<file path="src/dpid_pkg.sv">
// package for the dual port interleave doubler block
// assumes one 100 MHz system clock; the converter clock arrives as a pin
package dpid_pkg;
	// ------------------------------------------------------------
	// widths and codes
	// ------------------------------------------------------------
	localparam int DATA_W = 14; // width of each input port
	localparam logic [13:0] FULL_SCALE = 14'h3fff; // maximum code, 16383
	localparam logic [13:0] CODE_RESET = 14'h0000; // output latch after reset
	localparam logic [1:0] MODE_IL2X = 2'h0; // interleaved, external 2x clock
	localparam logic [1:0] MODE_PORT1 = 2'h1; // port 1 only
	localparam logic [1:0] MODE_PORT2 = 2'h2; // port 2 only
	localparam logic [1:0] MODE_DOUBLER = 2'h3; // interleaved, doubler active
	localparam logic [1:0] PHASE_RESET = 2'h0; // phase counter reset value

	// ------------------------------------------------------------
	// carriers
	// ------------------------------------------------------------
	typedef struct packed {
		logic [13:0] port1; // first port word
		logic [13:0] port2; // second port word
	} dpid_pair_type;

	typedef struct packed {
		logic [13:0] true_output; // straight binary code
		logic [13:0] complement_output; // full scale minus code
	} dpid_out_type;
endpackage : dpid_pkg

</file>
<file path="src/dpid_sync.sv">
// two flip-flop synchroniser for pin inputs
// assumes the pins are asynchronous to i_clk
`timescale 1ns/10ps
`default_nettype none
module dpid_sync #(
	parameter int WIDTH = 1
) (
	input wire logic i_clk,
	input wire logic i_resetn,
	input wire logic [WIDTH-1:0] i_async,
	output logic [WIDTH-1:0] o_sync
);
	// ------------------------------------------------------------
	// stages
	// ------------------------------------------------------------
	logic [WIDTH-1:0] meta_q; // first stage, read only by second
	logic [WIDTH-1:0] meta_d;
	logic [WIDTH-1:0] sync_q; // second stage
	logic [WIDTH-1:0] sync_d;

	// next values, zero during reset
	always_comb begin
		meta_d = i_resetn ? i_async : '0;
		sync_d = i_resetn ? meta_q : '0;
	end

	// register only
	always_ff @(posedge i_clk) begin
		meta_q <= meta_d;
		sync_q <= sync_d;
	end

	assign o_sync = sync_q;
endmodule : dpid_sync
`default_nettype wire

</file>
<file path="src/dpid_core.sv">
// dual port interleave with internal clock doubler, device side
// assumes i_clk far faster than the converter clock pin; all pins async
// What this block does
// - doubler makes 2x update from 1x clock
// - two 14-bit ports, one differential clock
// - straight binary; all ones is full scale
// - output latch updates twice per clock
// - complement equals 16383 minus code
// - rising edge: latch ports, output gets port2
// - half period later output gets port1
// - both select pins high picks doubler interleave
// - grounded pll supply means mode pins rule
`timescale 1ns/10ps
`default_nettype none
module dpid_core #(
	parameter int DATA_W = dpid_pkg::DATA_W
) (
	input wire logic i_clk, // 100 MHz system clock
	input wire logic i_resetn, // synchronous, active low
	input wire logic i_conv_clk_p, // converter clock, true leg
	input wire logic i_conv_clk_n, // converter clock, inverted leg
	input wire logic [DATA_W-1:0] i_port1, // first port, data_bit_lsb at bit 0
	input wire logic [DATA_W-1:0] i_port2, // second port
	input wire logic i_mode_select_lo, // mode pin, low bit
	input wire logic i_mode_select_hi, // mode pin, high bit
	input wire logic i_pll_supply_pin, // high when pll powered
	output logic o_doubler_mode, // doubler interleave in force
	output logic o_update, // one-cycle pulse per output update
	output logic [DATA_W-1:0] o_true_output, // true path code
	output logic [DATA_W-1:0] o_complement_output // complement path code
);
	// ------------------------------------------------------------
	// pin synchronisers
	// ------------------------------------------------------------
	localparam int PIN_W = 2 * DATA_W + 5;
	logic [PIN_W-1:0] pins_sync; // synchronised pin bundle
	logic clk_p_s; // synchronised clock legs
	logic clk_n_s;
	logic [DATA_W-1:0] p1_s; // synchronised port words
	logic [DATA_W-1:0] p2_s;
	logic sel_lo_s;
	logic sel_hi_s;
	logic pll_on_s;

	// every pin passes two flops before use
	dpid_sync #(
		.WIDTH(PIN_W)
	) u_sync (
		.i_clk(i_clk),
		.i_resetn(i_resetn),
		.i_async({i_conv_clk_p, i_conv_clk_n, i_port1, i_port2,
			i_mode_select_lo, i_mode_select_hi, i_pll_supply_pin}),
		.o_sync(pins_sync)
	);

	assign {clk_p_s, clk_n_s, p1_s, p2_s, sel_lo_s, sel_hi_s, pll_on_s} = pins_sync;

	// ------------------------------------------------------------
	// helpers
	// ------------------------------------------------------------
	// complement path: full scale minus code
	function automatic logic [DATA_W-1:0] complement_of(input logic [DATA_W-1:0] code);
		complement_of = dpid_pkg::FULL_SCALE - code;
	endfunction : complement_of

	// ------------------------------------------------------------
	// mode decode
	// ------------------------------------------------------------
	logic doubler_sel; // doubler interleave chosen
	always_comb begin
		// pll supply grounded: select pins pick the mux mode
		doubler_sel = !pll_on_s
			&& ({sel_hi_s, sel_lo_s} == dpid_pkg::MODE_DOUBLER);
	end

	// ------------------------------------------------------------
	// clock doubler: edges and half-period timing
	// ------------------------------------------------------------
	typedef enum logic [1:0] {
		ST_IDLE = 2'b00, // waiting for first rising edge
		ST_HIGH = 2'b01, // clock high phase
		ST_LOW = 2'b11 // clock low phase
	} dpid_state_type;

	dpid_state_type state_q;
	dpid_state_type state_d;
	logic clk_lvl_q; // last differential level
	logic clk_lvl_d;
	logic [15:0] period_q; // measured system cycles per clock period
	logic [15:0] period_d;
	logic [15:0] count_q; // cycles since last rising edge
	logic [15:0] count_d;
	logic clk_lvl; // differential decode of the legs
	logic rise; // rising edge of converter clock
	logic mid; // half-period point

	// the doubler uses a measured period, so no duty cycle is assumed of the source
	always_comb begin
		clk_lvl = clk_p_s & ~clk_n_s;
		rise = clk_lvl & ~clk_lvl_q;
		clk_lvl_d = clk_lvl;
		state_d = state_q;
		period_d = period_q;
		count_d = (count_q == 16'hffff) ? count_q : count_q + 16'h0001;
		mid = 1'b0;
		case (state_q)
			ST_IDLE: begin
				if (rise) begin
					state_d = ST_HIGH;
					count_d = 16'h0001;
				end
			end
			ST_HIGH, ST_LOW: begin
				if (!clk_lvl) begin
					state_d = ST_LOW;
				end
				// doubled edge at half the measured period
				if (count_q == {1'b0, period_q[15:1]} && period_q != 16'h0000) begin
					mid = 1'b1;
				end
				if (rise) begin
					state_d = ST_HIGH;
					period_d = count_q;
					count_d = 16'h0001;
				end
			end
			default: begin
				state_d = ST_IDLE;
			end
		endcase
	end

	// register only
	always_ff @(posedge i_clk) begin
		if (!i_resetn) begin
			state_q <= ST_IDLE;
			clk_lvl_q <= 1'b0;
			period_q <= 16'h0000;
			count_q <= 16'h0000;
		end else begin
			state_q <= state_d;
			clk_lvl_q <= clk_lvl_d;
			period_q <= period_d;
			count_q <= count_d;
		end
	end

	// ------------------------------------------------------------
	// input latches and output latch
	// ------------------------------------------------------------
	dpid_pkg::dpid_pair_type in_q; // port latches
	dpid_pkg::dpid_pair_type in_d;
	dpid_pkg::dpid_out_type out_q; // output latch, both paths
	dpid_pkg::dpid_out_type out_d;
	logic upd_q; // update pulse
	logic upd_d;

	// next values: rising edge takes port 2, mid edge port 1, else hold
	always_comb begin
		in_d = in_q;
		out_d = out_q; // hold between updates
		upd_d = 1'b0;
		if (doubler_sel && rise) begin
			in_d.port1 = p1_s;
			in_d.port2 = p2_s;
			out_d.true_output = in_q.port2; // previous port 2 word
			out_d.complement_output = complement_of(in_q.port2);
			upd_d = 1'b1;
		end else if (doubler_sel && mid) begin
			// only one port per update, rise has priority
			out_d.true_output = in_q.port1;
			out_d.complement_output = complement_of(in_q.port1);
			upd_d = 1'b1;
		end
	end

	// register only
	always_ff @(posedge i_clk) begin
		if (!i_resetn) begin
			in_q <= '0;
			out_q <= {dpid_pkg::CODE_RESET, dpid_pkg::FULL_SCALE};
			upd_q <= 1'b0;
		end else begin
			in_q <= in_d;
			out_q <= out_d;
			upd_q <= upd_d;
		end
	end

	assign o_true_output = out_q.true_output;
	assign o_complement_output = out_q.complement_output;
	assign o_update = upd_q;
	assign o_doubler_mode = doubler_sel;

	// ------------------------------------------------------------
	// checks
	// ------------------------------------------------------------
	a_comp_sum: assert property (@(posedge i_clk) disable iff (!i_resetn)
		o_true_output + o_complement_output == dpid_pkg::FULL_SCALE)
		else $error("complement path does not sum to full scale");
	a_rise_port2: assert property (@(posedge i_clk) disable iff (!i_resetn)
		(doubler_sel && rise) |=> (o_true_output == $past(in_q.port2) && o_update))
		else $error("rising edge did not load port 2 word");
	a_mid_port1: assert property (@(posedge i_clk) disable iff (!i_resetn)
		(doubler_sel && mid && !rise) |=> (o_true_output == $past(in_q.port1)))
		else $error("mid point did not load port 1 word");
	a_latch_ports: assert property (@(posedge i_clk) disable iff (!i_resetn)
		(doubler_sel && rise) |=> (in_q.port1 == $past(p1_s) && in_q.port2 == $past(p2_s)))
		else $error("port latches not captured on rising edge");
	a_hold_out: assert property (@(posedge i_clk) disable iff (!i_resetn)
		!upd_d |=> $stable(o_true_output))
		else $error("output latch changed without update");
	a_mode_off: assert property (@(posedge i_clk) disable iff (!i_resetn)
		!doubler_sel |=> !o_update)
		else $error("update outside doubler mode");
	a_pll_off: assert property (@(posedge i_clk) disable iff (!i_resetn)
		pll_on_s |-> !o_doubler_mode)
		else $error("doubler mode with pll supplied");
	// count_q at a rise is the period the mid point will use next, so judge that one
	a_two_upd: assert property (@(posedge i_clk) disable iff (!i_resetn)
		(doubler_sel && rise && state_q != ST_IDLE && count_q > 16'h0004
		&& count_q < 16'h0100)
		|=> o_update ##1 !o_update ##[1:200] o_update)
		else $error("no second update within the period");
endmodule : dpid_core
`default_nettype wire

</file>
<file path="config.mk">
export PLATFORM = sky130hd
export DESIGN_NAME = dpid_core
export DESIGN_NICKNAME = d
export VERILOG_FILES = /design/src/dpid_pkg.sv /design/src/dpid_sync.sv /design/src/dpid_core.sv
export SDC_FILE = /design/constraint.sdc
export NUM_CORES = 1
export LEC_CHECK = 0
export ABC_AREA = 1
export BUFFER_PORTS_ARGS = -buffer_cell sky130_fd_sc_hd__buf_2
export CAP_MARGIN = 40
export CELL_PAD_IN_SITES_DETAIL_PLACEMENT = 1
export CELL_PAD_IN_SITES_GLOBAL_PLACEMENT = 1
export CORE_MARGIN = 2
export CORE_UTILIZATION = 44
export CTS_BUF_LIST = sky130_fd_sc_hd__clkbuf_8
export CTS_CLUSTER_DIAMETER = 200
export DETAILED_ROUTE_END_ITERATION = 16
export PLACE_DENSITY_LB_ADDON = 0.1
export SETUP_SLACK_MARGIN = 0.02
export SYNTH_ARGS = -nofsm -noshare
export SYNTH_HDL_FRONTEND = slang
export SYNTH_SLANG_ARGS = --single-unit
</file>
<file path="constraint.sdc">
create_clock -name i_clk -period 2.1 [get_ports i_clk]
set_clock_uncertainty 0.15 [all_clocks]
set_input_delay 0.42 -clock i_clk [delete_from_list [all_inputs] [get_ports i_clk]]
set_output_delay 0.42 -clock i_clk [all_outputs]
set_load 0.01 [all_outputs]
</file>
---- Word level (Yosys, flattened, before mapping) ----
Index checks and enable logic that the tools add are counted.
Widths: inputs -> output; s select.
storage, ports and cells
  flip-flop bits (word level) ............. 158
  bits of input ports ..................... 35
  logic and storage cells ................. 50
operators by class
  add/subtract/negate cells ............... 3
  eq/ne operators ......................... 7
  mux-type cells .......................... 13
  bitwise operators ....................... 4
  reductions and logical operators ........ 12
operator list
  operator                count
  $mux 28                 2
  $mux 16                 3
  $sub 14x14->14 const A  2
  $add 16x1->16 const B   1
  $eq 16x15->1            1
  $eq 16x16->1 const B    1
  $reduce_bool 16->1      1
  $mux 2                  3
  $eq 2x2->1 const B      2
  $logic_and 1x1->1       4
  $mux 1                  4
  $pmux 2 s2              1
  $reduce_and 2->1        2
  $ne 3x3->1 const B      1
  $reduce_or 3->1         1
  $and 1x1->1             2
  $eq 2x1->1 const B      1
  $logic_not 2->1         1
  $ne 2x2->1 const B      1
  $not 1->1               2
  $reduce_bool 2->1       1
  $reduce_or 2->1         1
  $logic_not 1->1         1

---- Longest topological paths before layout ----
Gate-level depths: netlist (run 1).
  depth in word-level cells ............... 7
  depth in mapped cells ................... 12

---- Cells and area by module ----
A second synthesis (run 1) with hierarchy kept.
second synthesis, totals
  cells, all modules ...................... 766
  area, all modules ....................... 5864.4 µm²
modules (own cells, without submodules)
  module     instances  cells each  area an instance (µm²)  sequential area each (µm²)
  dpid_core  1          561         4000.1                  1841.8
  dpid_sync  1          205         1864.3                  1321.3

---- Worst setup path after synthesis (run 1) ----
Ideal clock, no wire load.
  kind .................................... reg2reg
  start point ............................. register count_q[0]
  end point ............................... register count_q[11]
  setup time .............................. 0.110 ns
  arrival time ............................ 1.452 ns
  path slack .............................. 0.388 ns
  stages on the path, launching flop included .. 11
  path buffers ............................ 0
  cell sequence ........................... dfxtp_1 > ha_1 > nand2_1 > nor2_1 > nand3_1 > nor2_2 > nand2_2 > inv_1 > o21ai_0 > nand3_1 > inv_1
on the way
  cells in the longest elaborated chain, start to end .. 4
  elaborated cells between the ends (all ways) .. 5
  those cells by class .................... add/sub: 1; eq/ne: 1; mux: 3
ends and longest elaborated chain
  what                                                  RTL line                            text
  start: declaration                                    dpid_core.sv:91                     logic [15:0] count_q;
  start signal: assignment                              dpid_core.sv:144                    count_q <= count_d;
  $add 16x1->16 / $eq 16x16->1 (equally long branches)  dpid_core.sv:104                    count_d = (count_q == 16'hffff) ? count_q : count_q + 16'h0001;
  $mux 16 *                                             dpid_core.sv:104
  $mux 16                                               dpid_core.sv:108, dpid_core.sv:121
  $mux 16 *                                             --
Every way passes the cells marked *; elsewhere a longest branch is shown, timed or not.
A chain may end at the register's enable or synchronous reset.

---- Worst setup path in the final report (run 1) ----
  start point ............................. register count_q[8]
  end point ............................... register out_q (netlist bit o_complement_output[4])
on the way
  cells in the longest elaborated chain, start to end .. 6
ends and longest elaborated chain
  what                                RTL line          text
  $eq 16x15->1                        dpid_core.sv:118  if (count_q == {1'b0, period_q[15:1]} && period_q != 16'h0000) begin
  $logic_and 1x1->1                   dpid_core.sv:118
  $mux 1                              dpid_core.sv:118
  $mux 1                              dpid_core.sv:106  case (state_q)
  $logic_and 1x1->1                   dpid_core.sv:169  end else if (doubler_sel && mid) begin
  $reduce_bool 2->1 (no source line)  --
  end signal: assignment              dpid_core.sv:181  out_q <= {dpid_pkg::CODE_RESET, dpid_pkg::FULL_SCALE};
  end signal: assignment              dpid_core.sv:185  out_q <= out_d;
  end: declaration                    dpid_core.sv:153  dpid_pkg::dpid_out_type out_q;
No other way between the ends.

==> results of run 1 <==
## cell type report
class | instances | area share, %
Sequential cell | 158 | 45.62
Multi-Input combinational cell | 453 | 28.78
Timing Repair Buffer | 105 | 10.47
Inverter | 127 | 6.911
Clock buffer | 17 | 3.374
Tap cell | 172 | 3.104
Clock inverter | 15 | 1.750
## registers in the layout, indices dropped and copies added, names as in the netlist
name and flops:
clk_lvl_q 1, count_q 16, in_q 28, o_complement_output 14, o_true_output 14, o_update 1, period_q 16, state_q 2
u_sync.meta_q 33, u_sync.o_sync 33
## kinds of logic after synthesis
group	synth area share, %
and+or+nand+nor	24.94
buffers and inverters	11.00
DFF	54.62
AOI/OAI and AO/OA	8.773
xor gates and xnor gates	0.4538
adders and majority gates	0.2160
## synthesized netlist by cell type (3+ instances only)
| cell | count | area, µm² |
|---|---|---|
| nand3_1 | 58 | 290.3 |
| o21ai_0 | 40 | 200.2 |
| clkbuf_1 | 16 | 60.06 |
| nor2_1 | 81 | 304.0 |
| inv_2 | 7 | 26.28 |
| a21oi_1 | 51 | 255.2 |
| buf_2 | 11 | 55.05 |
| inv_1 | 120 | 450.4 |
| nor3_1 | 3 | 15.01 |
| dfxtp_1 | 158 | 3163 |
| xor2_1 | 3 | 26.28 |
| nand2_1 | 199 | 747.0 |
| nor2_2 | 4 | 25.02 |
## stage by stage
step	power, mW	std cells
finish	5.399	1047
global route	5.626	1047
detailed placement	3.373	988
global placement	3.358	988
CTS	5.446	1046
floorplan	3.280	770
## final timing paths
path	startpoint	slack [ns]	cells past startpoint	endpoint
worst max-delay path	count_q[8]$_SDFF_PN0_	0.14	10	o_complement_output[4]$_SDFFE_PN1P_
worst min-delay path	i_port2[10]	0.02	3	u_sync.meta_q[13]$_SDFF_PN0_
worst max register to register	count_q[8]$_SDFF_PN0_	0.14	10	o_complement_output[4]$_SDFFE_PN1P_
worst min register to register	u_sync.meta_q[14]$_SDFF_PN0_	0.27	2	u_sync.o_sync[14]$_SDFF_PN0_
## metal layers
layer	wire [µm]	global-route usage [%]	vias up
li1	-	-	2532
met1	7306	30.34	2308
met2	6760	35.56	89
met3	498	4.826	16
met4	157	6.250	0
met5	0	0	-
## what timing repair did
action	4_1_cts	5_1_grt
endpoints found under the hold margin	26	0
hold buffers	26	0
gates resized for setup	0	7
endpoints found under the setup margin	0	24
## cell usage in the layout, fill, tap and decap left out, types with 2 or more instances in the layout
master / synthesis / routed
nand2_1: 199 / 199
dfxtp_1: 158 / 158
inv_1: 120 / 122
nor2_1: 81 / 81
buf_2: 11 / 63
nand3_1: 58 / 58
a21oi_1: 51 / 51
o21ai_0: 40 / 40
dlygate4sd3_1: 0 / 26
clkbuf_8: 0 / 17
buf_4: 2 / 14
inv_2: 7 / 6
clkinv_2: 0 / 5
inv_6: 0 / 4
nor2_2: 4 / 3
nor3_1: 3 / 3
xor2_1: 3 / 3
a31oi_1: 2 / 2
nand2_2: 2 / 2
nand4_1: 2 / 2
a21oi_2: 2 / 2
clkinvlp_4: 0 / 2
## report_power, final
group | internal [mW] | switching (mW) | leakage, nW
clock | 0.931 | 1.13 | 0.189
sequential | 3.06 | 0.0285 | 1.29
combinational | 0.107 | 0.139 | 2.03
total | 4.10 | 1.30 | 3.51
## worst min-delay path, stage by stage
cell and delay (ns):
buf_2 0.08, nand2_1 0.05, inv_1 0.05
==> impl_metrics.py, run 1 <==
metrics = {
    "run_status": {
        "outcome": "finished clean",
    },
    "floorplanning": {
        "fp.dieH_um": 118.7,
        "die-area_um2": 14090,
        "io_pins": 65,
        "row_count": 41,
        "die_x_um": 118.7,
        "initial_core_util_pct": 45.52,
        "core_area_um2": 12720,
    },
    "routing": {
        "drc": 0,
        "vias_per_cell": 4.723,
        "drt_iter0_drc": 361,
        "totalWireLength_um": 14720,
        "vias": 4945,
        "drtPass1Iterations": 4,
        "ant_nets": 0,
        "post_drt_wl_per_cell_um": 14.06,
    },
    "pwr": {
        "p_leak_nw": 3.510,
        "ir_drop_mv": 0.4570,
        "p_per_area_nw_per_um2": 778.6,
    },
    "synthesis": {
        "netlist-cell-type-count": 27,
        "synth_edf_count": 0,
        "netlist_area_um2": 5791,
        "synth_seq_area_share_pct": 54.62,
        "syn_inst": 770,
        "ys.flop_type": "dfxtp_1",
        "synth_warnings": 0,
        "ys_ff_latch": 158,
        "syn_avg_cell_area_um2": 7.520,
        "syn_nets": 806,
        "async_reset_ff_share_pct": 0,
    },
    "layout": {
        "fillers": 1665,
        "fin_util_pct": 54.50,
        "final_nets": 898,
        "layout-drive-gt1-share_pct": 14.40,
        "multiInputGateArea_um2": 1996,
        "seq_area_um2": 3163,
        "diodes": 0,
        "syn2layout_area_growth_pct": 19.75,
        "fin_area_um2": 6934,
    },
    "setup_path": {
        "worst-path-buf-inv": 2,
        "cpMaxStageDelayCell": "dfxtp_1",
        "max_stage_delay_ns": 0.47,
        "path_common_cell": "nand2_1",
        "endpoint_kind": "flop",
        "cp.arrival_ns": 2.13,
        "crit_fanout": 24,
        "path_class": "reg2reg",
        "cp.required_ns": 2.27,
        "crit_chain": "inv_2 > nand2_1 > nand2_1 > nor2_1 > nand2_1 > nor2_2 > nand3_4 > buf_4 > nand3_1 > nand3_1",
        "critical_path.top_delay_family": "simple AND/OR/NAND/NOR gates",
        "crit_path_start_kind": "flop",
    },
    "grt": {
        "grt.overflow.total": 0,
        "grt_pass1_vias": 5127,
        "grt_start_max_net_pins": 48,
        "grt_first_pass_wirelength_um": 24930,
        "antenna_found_initial": 0,
        "track_usage_pct": 22.26,
    },
    "timing": {
        "hold_slack_ns": 0.02045,
        "slew_violations": 0,
        "maxSlewHeadroom_pct": 62.66,
        "finalWorstPathRequiredPeriod_ns": 1.957,
        "post-route-period-util_pct": 93.20,
        "fmax_ghz": 0.5109,
        "fin_tns_setup_ns": 0,
        "finalHoldViolations": 0,
        "rsz0062_at_grt": "no",
        "setup_viol": 0,
        "fin_ws_ns": 0.1428,
        "worst_pin_slew_ns": 0.5593,
    },
    "clock_network": {
        "cts_tree": "built",
        "root_buffer": "clkbuf_8",
        "cts_sinks": 158,
        "clkTransAtPathRegs_ns": 0.08,
        "cts_max_level": 4,
        "cts_made_buffers": 17,
        "clockBufferDepth": 2,
        "clock_latency_ns": 0.45,
        "postCtsSetupBuffers": 0,
    },
    "placement": {
        "place_congestion": 0.8280,
        "post_dp_cell_area_um2": 6274,
        "post-place-ws_ns": 0.07412,
        "portBuffers": 64,
        "dp_hpwl_um": 10240,
    },
    "hold_path": {
        "min_path_type": "in2reg",
    },
    "flow_run": {
        "maxCapViolations": 0,
    },
}
Note: power is estimated with default switching activity, not from simulation.
==> inputs of run 2 (changes only) <==
--- a/config.mk
+++ b/config.mk
@@ -8,9 +8,8 @@
 export ABC_AREA = 1
 export BUFFER_PORTS_ARGS = -buffer_cell sky130_fd_sc_hd__buf_2
 export CAP_MARGIN = 40
-export CELL_PAD_IN_SITES_DETAIL_PLACEMENT = 1
+export CELL_PAD_IN_SITES_DETAIL_PLACEMENT = 0
 export CELL_PAD_IN_SITES_GLOBAL_PLACEMENT = 1
-export CORE_MARGIN = 2
 export CORE_UTILIZATION = 44
 export CTS_BUF_LIST = sky130_fd_sc_hd__clkbuf_8
 export CTS_CLUSTER_DIAMETER = 200
==> impl_metrics.py, run 2 (synthesis gave the netlist of run 1 again) <==
metrics = {
    "layout": {
        "diodes": 0,
        "layout_commonest_cell": "nand2_1",
        "final_cell_mix": "nand2_1 (199), dfxtp_1 (158), inv_1 (122), nor2_1 (81), buf_2 (63)",
        "fillers": 1276,
        "layout-drive-gt1-share_pct": 14.33,
        "syn2layout_area_growth_pct": 21.37,
        "final_nets": 902,
        "fin_util_pct": 55.24,
    },
    "hold_path": {
        "min_path_type": "in2reg",
    },
    "pwr": {
        "p_total_mw": 5.624,
        "p_leak_nw": 3.546,
        "p_per_area_nw_per_um2": 800.3,
        "ir_drop_mv": 0.4523,
    },
    "timing": {
        "finalHoldViolations": 0,
        "worst_pin_slew_ns": 0.5631,
        "finalWorstPathRequiredPeriod_ns": 1.915,
        "maxSlewHeadroom_pct": 62.40,
        "fin_ws_ns": 0.1850,
        "fin_tns_setup_ns": 0,
        "hold_slack_ns": 0.02916,
        "fmax_ghz": 0.5222,
        "slew_violations": 0,
        "rsz0062_at_grt": "no",
        "post-route-period-util_pct": 91.19,
        "setup_viol": 0,
    },
    "setup_path": {
        "cp.arrival_ns": 2.12,
        "cp-endpoint": "o_true_output[0]$_SDFFE_PN0P_",
        "crit_path_start": "u_sync.o_sync[32]$_SDFF_PN0_",
        "endpoint_kind": "flop",
        "cp.required_ns": 2.30,
        "rr_worst_depth": 12,
        "rrSetupSlack_ns": 0.19,
        "path_class": "reg2reg",
        "crit_fanout": 47,
        "reg2reg_from": "u_sync.o_sync[32]$_SDFF_PN0_",
        "crit_path_start_kind": "flop",
        "rr_endpoint": "o_true_output[0]$_SDFFE_PN0P_",
    },
    "grt": {
        "grt_pass1_vias": 4247,
        "grt_start_max_net_pins": 79,
        "antenna_found_initial": 0,
        "grt.overflow.total": 0,
        "track_usage_pct": 19.15,
        "grt_first_pass_wirelength_um": 19890,
    },
    "flow_run": {
        "maxCapViolations": 0,
    },
    "routing": {
        "totalWireLength_um": 12110,
        "vias_per_cell": 4.539,
        "ant_nets": 0,
        "drt_iter0_drc": 231,
        "drtPass1Iterations": 4,
        "drc": 0,
        "vias": 4770,
        "post_drt_wl_per_cell_um": 11.52,
    },
    "floorplanning": {
        "core_area_um2": 12720,
        "die-area_um2": 13620,
        "die_x_um": 116.7,
        "row_count": 41,
        "io_pins": 65,
        "fp.dieH_um": 116.7,
        "initial_core_util_pct": 45.52,
    },
    "clock_network": {
        "root_buffer": "clkbuf_8",
        "cts_max_level": 4,
        "cts_tree": "built",
        "clkTransAtPathRegs_ns": 0.08,
        "cts_sinks": 158,
        "clock_latency_ns": 0.44,
        "clockBufferDepth": 2,
        "cts_made_buffers": 17,
    },
    "placement": {
        "place_congestion": 0.7847,
        "post-place-ws_ns": 0.1933,
        "portBuffers": 64,
        "dp_hpwl_um": 8279,
    },
    "run_status": {
        "outcome": "finished clean",
    },
}
## run 2: critical path, stage by stage (launching register included)
cell and delay, ns:
dfxtp_1 0.31, inv_1 0.03, nor2_1 0.10, inv_2 0.06, nor2_2 0.11, inv_2 0.06, nor2_2 0.16, buf_12 0.24
nor2_1 0.08, a21oi_1 0.26, nand2_1 0.12, nand2_1 0.08, nor2_1 0.04
## run 2: worst min path at each step
stage	start	endpoint	slack (ns)	cells past startpoint
3_5_place_dp	u_sync.meta_q[25]$_SDFF_PN0_	u_sync.o_sync[25]$_SDFF_PN0_	0.25	2
4_1_cts	i_port2[1]	u_sync.meta_q[4]$_SDFF_PN0_	0.01	3
6_report	i_port2[1]	u_sync.meta_q[4]$_SDFF_PN0_	0.03	3
3_3_place_gp	u_sync.meta_q[27]$_SDFF_PN0_	u_sync.o_sync[27]$_SDFF_PN0_	0.24	2
2_1_floorplan	u_sync.meta_q[0]$_SDFF_PN0_	u_sync.o_sync[0]$_SDFF_PN0_	0.24	2
5_1_grt	i_port1[4]	u_sync.meta_q[21]$_SDFF_PN0_	0.02	3
## run 2: layout make-up
| cell class | instances | area, µm² | area share [%] |
|---|---|---|---|
| clock buffers | 18 | 247.7 | 3.525 |
| clock inverters | 14 | 166.4 | 2.368 |
| inverters | 127 | 476.7 | 6.783 |
| multi-input cells | 453 | 1996 | 28.40 |
| flip-flops and latches | 158 | 3163 | 45.01 |
| well taps | 172 | 215.2 | 3.062 |
| repair buffers | 109 | 763.2 | 10.86 |
## run 2: per-layer routing
| metal | up-vias | global-route usage, % | wire length, µm |
|---|---|---|---|
| li1 | 2541 | - | - |
| met1 | 2107 | 27.16 | 6223 |
| met2 | 108 | 28.01 | 5132 |
| met3 | 14 | 4.463 | 578 |
| met4 | 0 | 7.679 | 176 |
| met5 | - | 0 | 0 |
## run 2: what timing repair did
action / 4_1_cts / 5_1_grt
hold buffers: 31 / 0
setup endpoints to repair: 0 / 1
resized for setup: 0 / 1
setup buffers: 0 / 0
hold endpoints to repair: 31 / 0
## run 2: power breakdown
| group | internal, mW | switching [mW] |
|---|---|---|
| clock network | 1.21 | 1.09 |
| registers | 3.06 | 0.0251 |
| logic | 0.111 | 0.127 |
| total | 4.38 | 1.24 |
## run 2: metrics by stage
stage          instances  area (µm²)
6_report            1051        7028
2_1_floorplan        770        5791
3_3_place_gp         988        6299
4_1_cts             1051        7023
3_5_place_dp         988        6299
5_1_grt             1051        7028
==> inputs of run 3 (changes only) <==
--- a/config.mk
+++ b/config.mk
@@ -18,4 +18,5 @@
 export SETUP_SLACK_MARGIN = 0.02
 export SYNTH_ARGS = -nofsm -noshare
 export SYNTH_HDL_FRONTEND = slang
+export SYNTH_HIERARCHICAL = 1
 export SYNTH_SLANG_ARGS = --single-unit
==> impl_metrics.py, run 3 <==
metrics = {
    "setup_path": {
        "rr_endpoint": "o_true_output[3]$_SDFFE_PN0P_",
        "max_stage_delay_ns": 0.31,
        "rrSetupSlack_ns": 0.20,
        "crit_chain": "inv_1 > nor2_1 > inv_1 > nor2_2 > inv_2 > nor2_4 > buf_12 > nor2_1 > a21oi_1 > nand2_1 > nand2_1 > nor2_1",
        "endpoint_kind": "flop",
        "cp.arrival_ns": 2.10,
        "path_class": "reg2reg",
        "critical_path.top_delay_family": "simple AND/OR/NAND/NOR gates",
        "worst-path-buf-inv": 4,
        "crit_path_start_kind": "flop",
        "reg2reg_from": "u_sync/o_sync[32]$_SDFF_PN0_",
        "cp.required_ns": 2.30,
        "cpMaxStageDelayCell": "dfxtp_1",
        "rr_worst_depth": 12,
        "path_common_cell": "nor2_1",
        "crit_fanout": 47,
    },
    "layout": {
        "layout-drive-gt1-share_pct": 16.80,
        "layout_commonest_cell": "nand2_1",
        "final_cell_mix": "nand2_1 (189), dfxtp_1 (157), inv_1 (109), nor2_1 (69), buf_2 (63)",
        "syn2layout_area_growth_pct": 21.34,
        "final_nets": 894,
        "diodes": 0,
    },
    "clock_network": {
        "root_buffer": "clkbuf_8",
        "cts_made_buffers": 17,
        "cts_tree": "built",
        "cts_max_level": 4,
        "clock_latency_ns": 0.45,
        "clockBufferDepth": 2,
        "postCtsSetupBuffers": 0,
        "cts_sinks": 158,
        "clkTransAtPathRegs_ns": 0.08,
    },
    "hold_path": {
        "hold_end": "u_sync/o_sync[19]$_SDFF_PN0_",
        "hold_depth": 2,
        "hold_path.startpoint": "u_sync/meta_q[19]$_SDFF_PN0_",
        "min_path_type": "reg2reg",
    },
    "synthesis": {
        "synth_edf_count": 0,
        "syn_nets": 802,
        "synth_compound_area_share_pct": 9.260,
        "ys_ff_latch": 158,
        "netlist-cell-type-count": 31,
        "synth_top_family_by_area": "simple AND/OR/NAND/NOR gates",
        "async_reset_ff_share_pct": 0,
        "ys.flop_type": "dfxtp_1",
        "yosys-top-cells-area": "dfxtp_1 (54%), nand2_1 (12%), inv_1 (6.9%)",
        "syn_avg_cell_area_um2": 7.656,
        "synth_common_cells": "nand2_1 (189), dfxtp_1 (158), inv_1 (108)",
        "netlist_area_um2": 5864,
        "synthXorXnorAreaFrac_pct": 0.5974,
        "synth_seq_area_share_pct": 53.94,
        "synth_warnings": 6,
        "post-synth-top-count-cell": "nand2_1",
        "syn_inst": 766,
        "synth_top_area_share_pct": 53.94,
        "synth_top_area_cell": "dfxtp_1",
        "synthSimpleGateAreaFrac_pct": 24.49,
        "synth_mux_area_share_pct": 0,
        "synth-adder-area-share_pct": 0.2134,
    },
    "floorplanning": {
        "initial_core_util_pct": 45.73,
        "core_area_um2": 12820,
        "die_x_um": 117.4,
        "io_pins": 65,
        "die-area_um2": 13790,
        "fp.dieH_um": 117.4,
        "row_count": 41,
    },
    "placement": {
        "dp_hpwl_um": 7716,
        "post-place-ws_ns": 0.1576,
        "place_congestion": 0.8330,
        "portBuffers": 64,
    },
    "routing": {
        "post_drt_wl_per_cell_um": 11.59,
        "totalWireLength_um": 12070,
        "drt_iter0_drc": 376,
        "drtPass1Iterations": 5,
        "vias_per_cell": 4.456,
        "ant_nets": 0,
        "vias": 4639,
        "drc": 0,
    },
    "timing": {
        "slew_violations": 0,
        "fmax_ghz": 0.5265,
        "maxSlewHeadroom_pct": 69.39,
        "setup_viol": 0,
        "rsz0062_at_grt": "yes",
        "post-route-period-util_pct": 90.45,
        "finalWorstPathRequiredPeriod_ns": 1.899,
        "fin_ws_ns": 0.2006,
        "fin_tns_setup_ns": 0,
        "worst_pin_slew_ns": 0.4587,
        "finalHoldViolations": 0,
    },
    "grt": {
        "grt_pass1_vias": 4327,
        "grt_first_pass_wirelength_um": 20810,
        "grt.overflow.total": 0,
        "track_usage_pct": 18.98,
        "grt_start_max_net_pins": 117,
        "antenna_found_initial": 0,
    },
    "flow_run": {
        "maxCapViolations": 0,
    },
    "pwr": {
        "p_per_area_nw_per_um2": 842.5,
        "p_total_mw": 5.995,
        "p_leak_nw": 3.521,
        "ir_drop_mv": 0.6812,
    },
    "run_status": {
        "outcome": "finished clean",
    },
}
==> run 3: cell count changes after synthesis, moves of 4 or more <==
cell / change
inv_1: -12
a21oi_2: +4
nand2_1: -10
clkbuf_1: -7
nand2_2: +5
inv_2: +12
buf_4: +5
nor2_1: -11
==> run 3: through the flow <==
stage	area (µm²)	hold WS (ns)	util [%]	cells
floorplan	5864	0.2405	-	766
global placement	6297	0.2448	49.10	978
detailed placement	6297	0.2466	49.10	978
CTS	7103	0.2642	55.39	1041
global route	7116	0.2813	55.48	1041
finish	7116	0.2640	55.48	1041
==> run 3: worst max path at each step <==
| stage | startpoint | endpoint | slack, ns | cells past startpoint |
|---|---|---|---|---|
| after CTS | count_q[0]$_SDFF_PN0_ | count_q[0]$_SDFF_PN0_ | 0.13 | 9 |
| after global routing | count_q[1]$_SDFF_PN0_ | count_q[5]$_SDFF_PN0_ | 0.01 | 9 |
| after global placement | u_sync/o_sync[32]$_SDFF_PN0_ | o_true_output[1]$_SDFFE_PN0P_ | 0.17 | 11 |
| final | u_sync/o_sync[32]$_SDFF_PN0_ | o_true_output[3]$_SDFFE_PN0P_ | 0.20 | 12 |
| after floorplan | count_q[0]$_SDFF_PN0_ | count_q[0]$_SDFF_PN0_ | 0.39 | 9 |
| after detailed placement | count_q[0]$_SDFF_PN0_ | count_q[0]$_SDFF_PN0_ | 0.16 | 9 |
==> run 3: tightest hold or removal path, cell delays in order, from the launching register on <==
cell and delay [ns]:
dfxtp_1 0.31, nand2_1 0.04, inv_1 0.04
==> run 3: final cells by class <==
cell class	count	area, µm²
inverter	127	479.2
clock buffer	19	261.5
sequential	158	3164
fill	1239	5709
timing repair buffer	106	745.7
multi-input combinational	448	2036
tap	172	215.2
clock inverter	11	214.0
==> run 3: where the power goes <==
| group | switching (mW) | total [mW] | internal [mW] |
|---|---|---|---|
| Clock | 1.07 | 2.66 | 1.58 |
| Combinational | 0.134 | 0.247 | 0.113 |
| Sequential | 0.0269 | 3.09 | 3.07 |
==> run 3: cell families (layout without fill, tap and decap cells) <==
logic type	Yosys count	count (layout)
AO/OA/AOI/OAI	102	102
XOR/XNOR	4	4
adder cells (fa/ha/maj)	1	1
buffers and inverters	160	263
flip-flops	158	158
AND/OR/NAND/NOR	341	341
==> run 3: what timing repair did <==
action / CTS / global route
resized for setup: 0 / 6
endpoints found under the hold margin: 33 / 0
hold buffers: 33 / 0
setup endpoints to repair: 0 / 28
==> run 3: metal layers <==
metal | track usage (%) | share of wire [%] | routed length (µm)
met5 | 0 | 0 | 0
met4 | 8.279 | 2.1 | 255
met3 | 4.572 | 4.1 | 489
met2 | 25.52 | 39 | 4712
met1 | 28.30 | 55 | 6613
